[src/rtl/tcc_pkg.sv]
`default_nettype none
package tcc_pkg;
  // Geometry
  localparam int NCH = 4;
  localparam int NEV = 8;
  localparam int AW  = 5;
  localparam int DW  = 16;

  // Register indices on the plain port
  localparam logic [4:0] ADDR_CTRL   = 5'h00;
  localparam logic [4:0] ADDR_PERIOD = 5'h01;
  localparam logic [4:0] ADDR_COUNT  = 5'h02;
  localparam logic [4:0] ADDR_STATUS = 5'h03;
  localparam logic [4:0] ADDR_CC0    = 5'h08;
  localparam logic [4:0] ADDR_BUF0   = 5'h0C;

  // Control field positions
  localparam int CTRL_MODE_LSB  = 0;
  localparam int CTRL_EN_LSB    = 4;
  localparam int CTRL_DLY_BIT   = 8;
  localparam int CTRL_ACT_LSB   = 9;
  localparam int CTRL_SEL_LSB   = 12;

  // Status field positions (write one to clear, except the buffer-valid bits)
  localparam int ST_OVF_BIT = 0;
  localparam int ST_CC_LSB  = 1;
  localparam int ST_ERR_BIT = 5;
  localparam int ST_BV_LSB  = 6;

  // Reset values and capture polarity limit
  localparam logic [15:0] CTRL_RST   = 16'h0000;
  localparam logic [15:0] PERIOD_RST = 16'hFFFF;
  localparam logic [15:0] CC_RST     = 16'h0000;
  localparam logic [15:0] POL_LIMIT  = 16'h8000;

  // Waveform modes
  typedef enum logic [2:0] {
    TCC_WG_NORMAL = 3'b000,
    TCC_WG_FRQ    = 3'b001,
    TCC_WG_SS     = 3'b011,
    TCC_WG_DSTOP  = 3'b101,
    TCC_WG_DSBOTH = 3'b110,
    TCC_WG_DSBOT  = 3'b111
  } tcc_wg_t;

  // Event actions
  typedef enum logic [2:0] {
    TCC_ACT_OFF  = 3'b000,
    TCC_ACT_CAPT = 3'b001,
    TCC_ACT_FRQ  = 3'b101,
    TCC_ACT_PW   = 3'b110
  } tcc_act_t;
endpackage
`default_nettype wire

[src/rtl/tcc_channels.sv]
// Overview of operation
// - Selected event channel triggers channel A, next ones trigger B, C, D.
// - Capture copies the counter into each enabled channel only.
// - Period below 0x8000 and pin source: top bit records edge polarity.
// - Input capture sets channel flag on valid result, buffer flag on data.
// - Frequency capture: rising event captures and restarts the counter.
// - Pulse-width capture: restart on rising, capture on falling, pin both edges.
// - Event delay option delays capture event by one clock for cascading.
// - Capture with buffer and channel flag both set is dropped unless the channel is read that cycle; error set either way.
// - Counter equal to channel value sets channel flag one timer clock later.
// - Compare buffer moves to channel only at the mode's update point.
// - Frequency waveform: channel A is top, output toggles on every A match.
// - Frequency output is clock over 2 times prescale times A plus one.
// - Single slope: count bottom to top, set on match, clear at top.
// - PWM resolution from 2 bits (period 0x0003) to 16 bits.
// - Dual slope: up then down; set at bottom, clear up-match, set down-match.
// - Enabled channel in waveform mode overrides pin value, optionally inverted.
// - Overflow, per-channel and error interrupts, each with an event.
// - Compare buffer write sets buffer flag; update clears it on copy.
// - Capture buffer and channel form a two-deep queue; move sets flag.
// - Update point is bottom or top depending on waveform mode.
`default_nettype none
module tcc_channels (
  // Clock and reset
  input  wire logic        ref_clk,
  input  wire logic        arst_n,
  input  wire logic        clk_en,
  // Prescaled timer tick
  input  wire logic        count_tick,
  // Register port
  input  wire logic [4:0]  reg_addr,
  input  wire logic [15:0] reg_wdata,
  input  wire logic        reg_wr,
  input  wire logic        reg_rd,
  output logic      [15:0] reg_rdata,
  // Event routing network
  input  wire logic [7:0]  ev_in,
  input  wire logic [7:0]  ev_rise,
  input  wire logic [7:0]  ev_from_pin,
  output logic             ovf_event,
  output logic      [3:0]  cc_event,
  output logic             err_event,
  // Interrupt request levels
  output logic             ovf_irq,
  output logic      [3:0]  cc_irq,
  output logic             err_irq,
  // Port pins
  input  wire logic [3:0]  port_out_value,
  input  wire logic [3:0]  pin_invert_enable,
  output logic      [3:0]  pin_out
);
  logic [15:0] ctrl_reg;
  logic [15:0] period_value_reg;
  logic [15:0] count_value_reg;
  logic        dir_up_reg;
  logic        ovf_flag_reg;
  logic        err_flag_reg;
  logic [7:0]  ev_d_reg;
  logic [7:0]  rise_d_reg;
  logic [7:0]  pin_d_reg;
  logic [15:0] channel_compare_value [4];
  logic [15:0] channel_value_buffer  [4];
  logic [3:0]  buffer_valid_flag;
  logic [3:0]  cc_flag;
  logic [3:0]  match_d_reg;
  logic [3:0]  waveform_output;
  logic [3:0]  err_hit;
  logic [3:0]  restart_hit;

  logic [2:0]  wave_mode;
  logic [2:0]  event_action_select;
  logic [2:0]  event_source_select;
  logic [3:0]  channel_enable;
  logic        event_delay_option;
  logic [7:0]  ev_use;
  logic [7:0]  rise_use;
  logic [7:0]  pin_use;
  logic [15:0] top_value;
  logic        at_top;
  logic        at_bottom;
  logic        is_dual;
  logic        is_pwm;
  logic        capture_use;
  logic        update_now;
  logic        ovf_now;
  logic        restart_now;
  logic        wr_status;

  assign wave_mode           = ctrl_reg[tcc_pkg::CTRL_MODE_LSB +: 3];
  assign channel_enable      = ctrl_reg[tcc_pkg::CTRL_EN_LSB +: 4];
  assign event_delay_option  = ctrl_reg[tcc_pkg::CTRL_DLY_BIT];
  assign event_action_select = ctrl_reg[tcc_pkg::CTRL_ACT_LSB +: 3];
  assign event_source_select = ctrl_reg[tcc_pkg::CTRL_SEL_LSB +: 3];
  // Delayed copy lines the upper timer up with the lower one's overflow
  assign ev_use    = event_delay_option ? ev_d_reg : ev_in;
  assign rise_use  = event_delay_option ? rise_d_reg : ev_rise;
  // Pin qualifier travels with its event, or a delayed stamp takes a stale polarity
  assign pin_use   = event_delay_option ? pin_d_reg : ev_from_pin;
  assign is_dual   = wave_mode[2];
  assign is_pwm    = (wave_mode == tcc_pkg::TCC_WG_SS) || is_dual;
  // Frequency mode takes channel A as its top
  assign top_value = (wave_mode == tcc_pkg::TCC_WG_FRQ) ? channel_compare_value[0]
                                                        : period_value_reg;
  assign at_top    = (count_value_reg == top_value);
  assign at_bottom = (count_value_reg == 16'h0000);
  assign capture_use = (event_action_select == tcc_pkg::TCC_ACT_CAPT) ||
                       (event_action_select == tcc_pkg::TCC_ACT_FRQ)  ||
                       (event_action_select == tcc_pkg::TCC_ACT_PW);
  assign update_now  = count_tick && (is_pwm ? at_bottom : at_top);
  assign ovf_now     = count_tick && (
                       (wave_mode == tcc_pkg::TCC_WG_SS)     ? at_bottom :
                       (wave_mode == tcc_pkg::TCC_WG_DSTOP)  ? at_top :
                       (wave_mode == tcc_pkg::TCC_WG_DSBOTH) ? (at_top || at_bottom) :
                       (wave_mode == tcc_pkg::TCC_WG_DSBOT)  ? at_bottom : at_top);
  assign restart_now = |restart_hit;
  assign wr_status   = reg_wr && (reg_addr == tcc_pkg::ADDR_STATUS);

  // Control and period registers
  always_ff @(posedge ref_clk or negedge arst_n)
  begin
    if (!arst_n)
    begin
      ctrl_reg         <= tcc_pkg::CTRL_RST;
      period_value_reg <= tcc_pkg::PERIOD_RST;
    end
    else if (clk_en && reg_wr)
    begin
      if (reg_addr == tcc_pkg::ADDR_CTRL)
        ctrl_reg <= reg_wdata;
      else if (reg_addr == tcc_pkg::ADDR_PERIOD)
        period_value_reg <= reg_wdata;
    end
  end

  // One-clock event delay stage
  always_ff @(posedge ref_clk or negedge arst_n)
  begin
    if (!arst_n)
    begin
      ev_d_reg   <= 8'h00;
      rise_d_reg <= 8'h00;
      pin_d_reg  <= 8'h00;
    end
    else if (clk_en)
    begin
      ev_d_reg   <= ev_in;
      rise_d_reg <= ev_rise;
      pin_d_reg  <= ev_from_pin;
    end
  end

  // Counter: bus write first, then capture restart, then counting
  always_ff @(posedge ref_clk or negedge arst_n)
  begin
    if (!arst_n)
    begin
      count_value_reg <= 16'h0000;
      dir_up_reg      <= 1'b1;
    end
    else if (clk_en)
    begin
      if (reg_wr && reg_addr == tcc_pkg::ADDR_COUNT)
        count_value_reg <= reg_wdata;
      else if (restart_now)
        count_value_reg <= 16'h0000;
      else if (count_tick && is_dual)
      begin
        // Turn at both ends so top and bottom each last one tick
        if (dir_up_reg && at_top)
        begin
          dir_up_reg      <= 1'b0;
          count_value_reg <= count_value_reg - 16'h0001;
        end
        else if (!dir_up_reg && at_bottom)
        begin
          dir_up_reg      <= 1'b1;
          count_value_reg <= count_value_reg + 16'h0001;
        end
        else if (dir_up_reg)
          count_value_reg <= count_value_reg + 16'h0001;
        else
          count_value_reg <= count_value_reg - 16'h0001;
      end
      else if (count_tick)
      begin
        dir_up_reg      <= 1'b1;
        count_value_reg <= at_top ? 16'h0000 : count_value_reg + 16'h0001;
      end
    end
  end

  // Overflow and error flags; a set in the clearing cycle wins
  always_ff @(posedge ref_clk or negedge arst_n)
  begin
    if (!arst_n)
    begin
      ovf_flag_reg <= 1'b0;
      err_flag_reg <= 1'b0;
    end
    else if (clk_en)
    begin
      if (ovf_now)
        ovf_flag_reg <= 1'b1;
      else if (wr_status && reg_wdata[tcc_pkg::ST_OVF_BIT])
        ovf_flag_reg <= 1'b0;
      if (|err_hit)
        err_flag_reg <= 1'b1;
      else if (wr_status && reg_wdata[tcc_pkg::ST_ERR_BIT])
        err_flag_reg <= 1'b0;
    end
  end

  genvar ch;
  generate
    for (ch = 0; ch < tcc_pkg::NCH; ch++)
    begin : g_ch
      localparam logic [2:0] CH_OFS = 3'(ch);
      logic [2:0]  src;
      logic        ev_hit;
      logic        ev_r;
      logic        cap_now;
      logic        rd_cc;
      logic        wr_cc;
      logic        wr_buf;
      logic        match_now;
      logic [15:0] stamp;

      // Channel n follows the selected event channel n places on
      assign src     = event_source_select + CH_OFS;
      assign ev_hit  = ev_use[src] && channel_enable[ch] && capture_use;
      assign ev_r    = rise_use[src];
      assign cap_now = ev_hit && (
                       (event_action_select == tcc_pkg::TCC_ACT_CAPT) ||
                       (event_action_select == tcc_pkg::TCC_ACT_FRQ && ev_r) ||
                       (event_action_select == tcc_pkg::TCC_ACT_PW && !ev_r));
      assign restart_hit[ch] = ev_hit && ev_r &&
                       (event_action_select == tcc_pkg::TCC_ACT_FRQ ||
                        event_action_select == tcc_pkg::TCC_ACT_PW);
      assign err_hit[ch] = cap_now && buffer_valid_flag[ch] && cc_flag[ch];
      assign rd_cc  = reg_rd && (reg_addr == tcc_pkg::ADDR_CC0 + 5'(ch));
      assign wr_cc  = reg_wr && (reg_addr == tcc_pkg::ADDR_CC0 + 5'(ch));
      assign wr_buf = reg_wr && (reg_addr == tcc_pkg::ADDR_BUF0 + 5'(ch));
      assign match_now = (count_value_reg == channel_compare_value[ch]);
      // Edge polarity only fits while the count stays below half range
      assign stamp = (period_value_reg < tcc_pkg::POL_LIMIT && pin_use[src])
                     ? {ev_r, count_value_reg[14:0]} : count_value_reg;

      // Buffer, channel value and their flags
      always_ff @(posedge ref_clk or negedge arst_n)
      begin
        if (!arst_n)
        begin
          channel_value_buffer[ch]  <= tcc_pkg::CC_RST;
          channel_compare_value[ch] <= tcc_pkg::CC_RST;
          buffer_valid_flag[ch]     <= 1'b0;
          cc_flag[ch]               <= 1'b0;
        end
        else if (clk_en)
        begin
          if (capture_use)
          begin
            // Two-deep queue: full slot drops the newcomer
            if ((!cc_flag[ch] || rd_cc) && buffer_valid_flag[ch])
            begin
              channel_compare_value[ch] <= channel_value_buffer[ch];
              cc_flag[ch]               <= 1'b1;
              buffer_valid_flag[ch]     <= cap_now;
              if (cap_now)
                channel_value_buffer[ch] <= stamp;
            end
            else if (cap_now && !buffer_valid_flag[ch])
            begin
              channel_value_buffer[ch] <= stamp;
              buffer_valid_flag[ch]    <= 1'b1;
              if (rd_cc)
                cc_flag[ch] <= 1'b0;
            end
            else if (rd_cc || (wr_status && reg_wdata[tcc_pkg::ST_CC_LSB + ch]))
              cc_flag[ch] <= 1'b0;
            if (wr_cc)
              channel_compare_value[ch] <= reg_wdata;
          end
          else
          begin
            if (wr_cc)
              channel_compare_value[ch] <= reg_wdata;
            else if (update_now && buffer_valid_flag[ch])
              channel_compare_value[ch] <= channel_value_buffer[ch];
            if (wr_buf)
            begin
              channel_value_buffer[ch] <= reg_wdata;
              buffer_valid_flag[ch]    <= 1'b1;
            end
            else if (update_now)
              buffer_valid_flag[ch] <= 1'b0;
            if (count_tick && match_d_reg[ch])
              cc_flag[ch] <= 1'b1;
            else if (wr_status && reg_wdata[tcc_pkg::ST_CC_LSB + ch])
              cc_flag[ch] <= 1'b0;
          end
        end
      end

      // Match seen on one tick raises the flag on the next
      always_ff @(posedge ref_clk or negedge arst_n)
      begin
        if (!arst_n)
          match_d_reg[ch] <= 1'b0;
        else if (clk_en && count_tick)
          match_d_reg[ch] <= match_now && !capture_use;
      end

      // Waveform generator
      always_ff @(posedge ref_clk or negedge arst_n)
      begin
        if (!arst_n)
          waveform_output[ch] <= 1'b0;
        else if (clk_en && count_tick)
        begin
          case (wave_mode)
            tcc_pkg::TCC_WG_FRQ:
              if (ch == 0 && match_now)
                waveform_output[ch] <= !waveform_output[ch];
            tcc_pkg::TCC_WG_SS:
              if (at_top)
                waveform_output[ch] <= 1'b0;
              else if (match_now)
                waveform_output[ch] <= 1'b1;
            tcc_pkg::TCC_WG_DSTOP, tcc_pkg::TCC_WG_DSBOTH, tcc_pkg::TCC_WG_DSBOT:
              if (at_bottom)
                waveform_output[ch] <= 1'b1;
              else if (match_now)
                waveform_output[ch] <= !dir_up_reg;
            default:
              waveform_output[ch] <= waveform_output[ch];
          endcase
        end
      end

      // Pin override, registered so the pin is glitch free
      always_ff @(posedge ref_clk or negedge arst_n)
      begin
        if (!arst_n)
          pin_out[ch] <= 1'b0;
        else if (clk_en)
          pin_out[ch] <= (channel_enable[ch] && wave_mode != tcc_pkg::TCC_WG_NORMAL)
                         ? waveform_output[ch] ^ pin_invert_enable[ch]
                         : port_out_value[ch];
      end

      a_capture_stamp: assert property (@(posedge ref_clk) disable iff (!arst_n)
        clk_en && cap_now && !buffer_valid_flag[ch] && cc_flag[ch] && !rd_cc
        |=> buffer_valid_flag[ch] && channel_value_buffer[ch] == $past(stamp))
        else $error("capture did not store the count");
      a_overflow_drop: assert property (@(posedge ref_clk) disable iff (!arst_n)
        clk_en && err_hit[ch] && !rd_cc
        |=> err_flag_reg && $stable(channel_value_buffer[ch]))
        else $error("capture overflow not rejected");
      a_compare_flag: assert property (@(posedge ref_clk) disable iff (!arst_n)
        clk_en && count_tick && match_now && !capture_use && !wr_cc
        ##1 (clk_en && count_tick && !capture_use) |=> cc_flag[ch])
        else $error("compare flag not set a tick after match");
      a_buffer_update: assert property (@(posedge ref_clk) disable iff (!arst_n)
        clk_en && !capture_use && update_now && buffer_valid_flag[ch] && !wr_cc && !wr_buf
        |=> channel_compare_value[ch] == $past(channel_value_buffer[ch])
            && !buffer_valid_flag[ch])
        else $error("compare buffer not moved at update");
      a_ss_clear_top: assert property (@(posedge ref_clk) disable iff (!arst_n)
        clk_en && count_tick && wave_mode == tcc_pkg::TCC_WG_SS && at_top
        |=> !waveform_output[ch])
        else $error("single slope output not cleared at top");
      a_ds_bottom_set: assert property (@(posedge ref_clk) disable iff (!arst_n)
        clk_en && count_tick && is_dual && at_bottom |=> waveform_output[ch])
        else $error("dual slope output not set at bottom");
      a_pin_override: assert property (@(posedge ref_clk) disable iff (!arst_n)
        clk_en && channel_enable[ch] && wave_mode != tcc_pkg::TCC_WG_NORMAL
        |=> pin_out[ch] == ($past(waveform_output[ch]) ^ $past(pin_invert_enable[ch])))
        else $error("pin not overridden by waveform");
    end
  endgenerate

  // Events pulse one cycle; interrupt lines follow the sticky flags
  always_ff @(posedge ref_clk or negedge arst_n)
  begin
    if (!arst_n)
    begin
      ovf_event <= 1'b0;
      cc_event  <= 4'h0;
      err_event <= 1'b0;
      ovf_irq   <= 1'b0;
      cc_irq    <= 4'h0;
      err_irq   <= 1'b0;
    end
    else if (clk_en)
    begin
      ovf_event <= ovf_now;
      cc_event  <= cc_flag & ~cc_irq;
      err_event <= |err_hit;
      ovf_irq   <= ovf_flag_reg;
      cc_irq    <= cc_flag;
      err_irq   <= err_flag_reg;
    end
  end

  // Read data, one cycle after the strobe
  always_ff @(posedge ref_clk or negedge arst_n)
  begin
    if (!arst_n)
      reg_rdata <= 16'h0000;
    else if (clk_en && reg_rd)
    begin
      if (reg_addr == tcc_pkg::ADDR_CTRL)
        reg_rdata <= ctrl_reg;
      else if (reg_addr == tcc_pkg::ADDR_PERIOD)
        reg_rdata <= period_value_reg;
      else if (reg_addr == tcc_pkg::ADDR_COUNT)
        reg_rdata <= count_value_reg;
      else if (reg_addr == tcc_pkg::ADDR_STATUS)
        reg_rdata <= {6'h00, buffer_valid_flag, err_flag_reg, cc_flag, ovf_flag_reg};
      else if (reg_addr >= tcc_pkg::ADDR_CC0 && reg_addr < tcc_pkg::ADDR_CC0 + 5'h04)
        reg_rdata <= channel_compare_value[2'(reg_addr - tcc_pkg::ADDR_CC0)];
      else if (reg_addr >= tcc_pkg::ADDR_BUF0 && reg_addr < tcc_pkg::ADDR_BUF0 + 5'h04)
        reg_rdata <= channel_value_buffer[2'(reg_addr - tcc_pkg::ADDR_BUF0)];
      else
        reg_rdata <= 16'h0000;
    end
  end

  a_restart_clear: assert property (@(posedge ref_clk) disable iff (!arst_n)
    clk_en && restart_now && !(reg_wr && reg_addr == tcc_pkg::ADDR_COUNT)
    |=> count_value_reg == 16'h0000)
    else $error("restart did not clear the counter");
  a_frq_toggle: assert property (@(posedge ref_clk) disable iff (!arst_n)
    clk_en && count_tick && wave_mode == tcc_pkg::TCC_WG_FRQ
    && count_value_reg == channel_compare_value[0]
    |=> waveform_output[0] != $past(waveform_output[0]))
    else $error("frequency output did not toggle");
endmodule
`default_nettype wire

[config.mk]
export PLATFORM = sky130hd
export DESIGN_NAME = tcc_channels
export DESIGN_NICKNAME = d
export VERILOG_FILES = /design/src/rtl/tcc_pkg.sv /design/src/rtl/tcc_channels.sv
export SDC_FILE = /design/constraint.sdc
export NUM_CORES = 1
export LEC_CHECK = 0
export BUFFER_PORTS_ARGS = -buffer_cell sky130_fd_sc_hd__buf_2
export CELL_PAD_IN_SITES_DETAIL_PLACEMENT = 1
export CELL_PAD_IN_SITES_GLOBAL_PLACEMENT = 2
export CORE_MARGIN = 2
export CORE_UTILIZATION = 40
export DETAILED_ROUTE_END_ITERATION = 12
export GPL_ROUTABILITY_DRIVEN = 1
export PLACE_DENSITY_LB_ADDON = 0.1
export SLEW_MARGIN = 20
export SYNTH_ARGS = -nofsm -noshare
export SYNTH_HDL_FRONTEND = slang
export SYNTH_SLANG_ARGS = --single-unit
[constraint.sdc]
create_clock -name ref_clk -period 4.25 [get_ports ref_clk]
set_input_delay 1.0625 -clock ref_clk [delete_from_list [all_inputs] [get_ports ref_clk]]
set_output_delay 1.0625 -clock ref_clk [all_outputs]
set_load 0.01 [all_outputs]
* After elaboration in Yosys (flattened, before gate mapping) *
Index checks and enable logic that the tools add are counted.

word-level totals
  register bits after elaboration = 251
  latch bits = 0
  memory bits (writable) = 0
  bits in read-only memories = 0
  input port bits = 59
  output and inout bits = 32
  logic and storage cells = 486
  memories kept = 0

operators by class
  $add $sub $neg = 7
  multiply operators = 0
  divide/modulo/power cells = 0
  magnitude comparators = 11
  eq/ne operators = 54
  shift operators = 0
  mux-type cells = 175
  bitwise operators = 11
  reduce and logical (&&, ||, !) cells = 184

operators with widths
  operator                                                                 count
  16-bit two-way mux                                                       63
  1-bit logical AND                                                        94
  1-bit two-way mux                                                        91
  16-bit == test                                                           5
  16-bit binary-select mux with 2-bit select                               2
  4-bit AND reduction                                                      11
  3-bit nonzero test                                                       14
  5-bit by 4-bit == test with 1-bit output, second input constant          8
  1-bit binary-select mux with 3-bit select                                12
  3-bit inequality test, second input constant                             12
  3-bit by 1-bit inequality test with 1-bit output, second input constant  9
  3-bit AND reduction                                                      9
  8-bit two-way mux                                                        3
  1-bit logical OR                                                         21
  16-bit by 1-bit adder with 16-bit output, second input constant          1
  16-bit logical NOT                                                       1
  16-bit < comparator, second input constant                               1
  3-bit by 4-bit < comparator with 1-bit output, second input constant     4
  4-bit by 1-bit inequality test with 1-bit output, second input constant  4
  4-bit inequality test, second input constant                             4
  2-bit nonzero test                                                       8
  16-bit by 1-bit subtractor with 16-bit output, second input constant     1
  3-bit == test, second input constant                                     5
  1-bit logical NOT                                                        15
  25 further kinds                                                         44

* Depth between registers and ports, before layout *
  depth after elaboration = 12
  gate-level depth with buffers = 15
  gate-level depth less buffers = 11

* Worst setup path after synthesis *
OpenSTA, ideal clock, no wires.

  kind = register to register
  start point = reg ctrl_reg[12]
  end point = reg count_value_reg[5]
  library setup time = 0.087 ns
  arrival time = 3.697 ns
  required time = 4.163 ns
  slack = 0.466 ns
  stages on the path, launching flop included = 15
  buffers on the path = 3
  period minus slack after synthesis = 3.784 ns
  path through = dfrtp_1 > clkbuf_1 > inv_1 > clkbuf_1 > ha_1 > clkbuf_1 > mux4_2 > mux2_2 > a22o_1 > and4_1 > o311ai_4 > o211a_4 > nand2_2 > or3_1 > o211ai_1

on the way
  word-level cells in the longest chain between the ends = 10
  elaborated cells between the ends (all ways) = 40
  classes of those cells = add/sub: 3; mux: 18; reduce/logical: 19

RTL lines
  item                                                                                                     line                 source
  from (decl)                                                                                              tcc_channels.sv:52   logic [15:0] ctrl_reg;
  from (signal assigned)                                                                                   tcc_channels.sv:123  ctrl_reg <= tcc_pkg::CTRL_RST;
  from (signal assigned)                                                                                   tcc_channels.sv:129  ctrl_reg <= reg_wdata;
  3-bit by 1-bit adder with 3-bit output / 3-bit by 2-bit adder with 3-bit output (equally long branches)  tcc_channels.sv:229  assign src = event_source_select + CH_OFS;
  1-bit binary-select mux with 3-bit select                                                                tcc_channels.sv:230  assign ev_hit = ev_use[src] && channel_enable[ch] && capture_use;
  1-bit two-way mux (implied by the code)                                                                  tcc_channels.sv:230
  1-bit logical AND (2 in series)                                                                          tcc_channels.sv:230
  1-bit logical AND (2 in series)                                                                          tcc_channels.sv:236  assign restart_hit[ch] = ev_hit && ev_r &&
  4-bit OR reduction (*)                                                                                   tcc_channels.sv:115  assign restart_now = |restart_hit;
  4-bit nonzero test (no source line) / 16-bit two-way mux (equally long branches)                         n/a
  2-bit AND reduction (no source line) / 16-bit two-way mux (equally long branches)                        n/a
  to (signal assigned)                                                                                     tcc_channels.sv:163  count_value_reg <= reg_wdata;
  to (signal assigned)                                                                                     tcc_channels.sv:172  count_value_reg <= count_value_reg - 16'h0001;
  to (signal assigned)                                                                                     tcc_channels.sv:177  count_value_reg <= count_value_reg + 16'h0001;
  to (decl)                                                                                                tcc_channels.sv:54   logic [15:0] count_value_reg;

Mark *: on every way between the ends. The rest lies on a longest branch, timed or not. The select of a mux whose other input is x is not followed.
A chain may end at the register's enable or synchronous reset.

* Worst setup path after layout *
  start point = reg ctrl_reg[8]
  end point = reg count_value_reg[5]

on the way
  word-level cells in the longest chain between the ends = 10
  elaborated cells between the ends (all ways) = 39
  classes of those cells = mux: 20; reduce/logical: 19

RTL lines
  item                                                                               line                 source
  8-bit two-way mux                                                                  tcc_channels.sv:95   assign ev_use = event_delay_option ? ev_d_reg : ev_in;
  1-bit binary-select mux with 3-bit select                                          tcc_channels.sv:230
  1-bit two-way mux (implied by the code)                                            tcc_channels.sv:230
  1-bit logical AND (2 in series)                                                    tcc_channels.sv:230
  1-bit logical AND (2 in series)                                                    tcc_channels.sv:236
  4-bit OR reduction (*)                                                             tcc_channels.sv:115
  4-bit nonzero test (no source line) / 16-bit two-way mux (equally long branches)   n/a
  2-bit AND reduction (no source line) / 16-bit two-way mux (equally long branches)  n/a

Marked as above.

==> flow_summary_export.csv <==
group,metric,value,unit
run_status,status,"complete, no violations",
clocking,clk_latency,0.58,ns
critical_path,path_max_fanout,22,
route,detail_route.first_pass.iterations,5,
power,peakVddDrop,0.404,mV
cells_and_area,antenna_cells,0,
critical_path,startpoint,"ctrl_reg[8]",
place,dp_slack,0.164,ns
floorplan,die_y,201,µm
floorplan,start_util,40.4,%
worst_hold_path,holdPathStages,1,
yosys,synth_nets,1629,
sta,min_period_over_period,91.0,%
floorplan,placementRows,72,
sta,fin_skew,0.0133,ns
place,place_inst,2139,
critical_path,rr_startpoint,"ctrl_reg[8]",
yosys,synth_top_area_share,37.6,%
place,gp_congestion,0.935,
route,vias,13510,
yosys,syn_avg_cell_area,9.94,µm²
global_routing,antenna_found_initial,3,
power,clkPwrFrac,27.9,%
clocking,cts.clk_slew.worst_paths,0.06,ns
power,p_leak,7.82,nW
global_routing,grt_pass1_wl,92700,µm
sta,rsz0062_at_grt,"false",
clocking,cts_tree,"yes",
cells_and_area,instances_no_fill,2196,
sta,max_freq,258,MHz
floorplan,dieWidth,201,µm
place,hpwl,44500,µm
power,power_density,576,nW/µm²
clocking,cts_made_buffers,31,
worst_hold_path,hold_end,"pin_out[1]",
sta,holdWs,0.471,ns
cells_and_area,final_cell_area,18000,µm²
floorplan,ios,91,
worst_hold_path,worst_hold_path_type,"reg2reg",
route,avgViaCountPerCell,6.15,
floorplan,coreArea,38600,µm²
route,ant_nets,0,
sta,worst_slack,0.381,ns
sta,worst_pin_slew,0.889,ns
route,drc,0,
power,sw_frac_of_total,38.1,%
cells_and_area,drive_above_1_share,24.3,%
clocking,postCtsSetupBuffers,0,
global_routing,grt_pass1_vias,13914,
global_routing,grt_overflow,0,
yosys,synth-seq-cells,251,
yosys,synth_area,15600,µm²
yosys,ys_types,83,
clocking,htree_levels,1,
yosys,yosys-top-cells-area,"dfrtp_1 (38%), mux4_2 (8.0%), mux2i_1 (6.8%), mux2_2 (6.3%), a21oi_1 (5.5%)",
power,switchingPower,3.95,mW
yosys,netlist_instances,1565,
global_routing,grt_start_max_net_pins,97,
critical_path,cpPeakStageDelay,0.76,ns
sta,finalCriticalPeriod,3.87,ns
place,io_buffers,90,
critical_path,crit_chain,"mux4_1 -> mux4_2 -> and4_1 -> o311ai_4 -> o211a_4 -> nand2_2 -> or3_1 -> o211ai_1",
cells_and_area,largest_registers,"channel_compare_value: 64 flops, channel_value_buffer: 64 flops",
yosys,synth_common_cells,"dfrtp_1 (234), a21oi_1 (171), nor2_1 (157), mux2i_1 (106), nand2_1 (102)",
sta,finalHoldViolCount,0,
worst_hold_path,hold_start,"pin_out[1]",
clocking,postCtsResizedCells,0,
critical_path,cp.arrival,4.37,ns
cells_and_area,area_delta_synth_final,15.7,%
yosys,synth.most_common_cell,"dfrtp_1",
critical_path,crit_path_start_kind,"register",
clocking,ctsHoldBuffers,0,
clocking,clk_path_buf_depth,3,
clocking,clock-sinks,251,
power,combPwrFrac,33.6,%
critical_path,required,4.75,ns
yosys,synthFlopType,"dfrtp_1",
yosys,yosysWarnings,0,
critical_path,endpoint_kind,"register",
yosys,ys_seq_area_share,40.5,%
yosys,async_flop_share,100,%
power,p_int,6.42,mW
clocking,root_buffer,"clkbuf_16",
yosys,synth-edff-count,0,
sta,slew_violations,0,
run,drv_cap,0,
critical_path,path_class,"reg2reg",
cells_and_area,nFillCells,4365,
sta,slew_headroom,40.7,%
route,wl,61800,µm
critical_path,r2r_slack,0.38,ns
route,wire_per_inst,28.1,µm
route,drtIter0Drc,1020,
critical_path,worst-r2r-cell-count,8,
critical_path,reg2reg_to,"count_value_reg[5]",
cells_and_area,nets,1718,
sta,fin_tns_setup,0,ns
critical_path,worst_path_dominant_cell_family,"multiplexers",
critical_path,critPathBufInv,0,
place,placed_cell_area,16900,µm²
power,pwr-share-seq,38.5,%
global_routing,gr-usage-all-layers,30.5,%
floorplan,die_area,40500,µm²
sta,finalSetupViolations,0,
critical_path,cpMaxStageDelayCell,"dfrtp_2",
yosys,yosys.area.top_type,"dfrtp_1",
==> worst register-to-register path: stages (launching register included) <==
cell and delay [ns]:
dfrtp_2 0.76, mux4_1 0.70, mux4_2 0.53, and4_1 0.26
o311ai_4 0.56, o211a_4 0.40, nand2_2 0.10, or3_1 0.37
o211ai_1 0.11
==> kinds of logic after synthesis <==
group / share of synthesized area [%]
buffers and inverters: 4.69
AO/OA/AOI/OAI: 15.8
flip-flops: 40.5
multiplexers: 22.4
adder cells (fa/ha/maj): 0.402
XOR/XNOR: 3.77
AND/OR/NAND/NOR: 12.5
==> layout make-up <==
type | instances | area, µm² | share of cell area (%)
multi-input combinational | 1139 | 8550 | 47.5
sequential | 251 | 6300 | 35.0
timing repair buffer | 179 | 1220 | 6.77
clock buffer | 42 | 867 | 4.81
tap | 518 | 648 | 3.60
clock inverter | 15 | 230 | 1.28
inverter | 52 | 195 | 1.08
==> worst max path at each step <==
stage	end	slack, ns	depth (start not counted)
floorplan	count_value_reg[5]	0.47	14
global placement	count_value_reg[5]	0.24	9
detailed placement	count_value_reg[5]	0.16	9
CTS	count_value_reg[5]	0.39	8
global route	count_value_reg[13]	0.27	10
finish	count_value_reg[5]	0.38	8
==> per-layer routing <==
layer,part of all wire [%],track usage (%),vias up,routed length (µm)
li1,-,-,5893,-
met1,44,43.2,7044,27400
met2,47,49.4,459,28700
met3,6.1,3.17,112,3780
met4,2.9,9.27,2,1810
met5,0.016,0,-,10
==> placed cells by master, fill, tap and decap left out, types with 7 or more instances in the layout <==
cell	count
a21o_1	17
a21oi_1	171
a22o_1	8
a31oi_1	10
a32oi_1	8
buf_12	7
buf_2	88
buf_4	83
clkbuf_16	31
clkinv_2	7
dfrtp_1	233
dfstp_2	17
inv_1	49
mux2_1	11
mux2_2	87
mux2i_1	106
mux4_2	55
nand2_1	102
nand2b_1	13
nand3_1	43
nand4_1	12
nor2_1	154
nor2b_1	23
nor3_1	14
nor4_1	19
o211ai_1	9
o21ai_0	57
o22ai_1	12
or3_1	7
xnor2_1	7
xor2_1	60
==> through the flow <==
step | util [%] | power, mW
3_3_place_gp | 43.9 | 7.35
6_report | 46.7 | 10.4
4_1_cts | 46.7 | 10.4
2_1_floorplan | - | 5.99
3_5_place_dp | 43.9 | 7.44
5_1_grt | 46.7 | 10.9
==> power groups by stage <==
stage / sequential (mW) / combinational, mW / clock, mW
2_1_floorplan: 3.61 / 2.38 / 0
3_3_place_gp: 3.99 / 3.36 / 0
3_5_place_dp: 4.02 / 3.42 / 0
4_1_cts: 3.98 / 3.45 / 2.94
5_1_grt: 4.09 / 3.77 / 3.03
6_report: 4.00 / 3.48 / 2.90
Note: power is estimated with default switching activity, not from simulation.
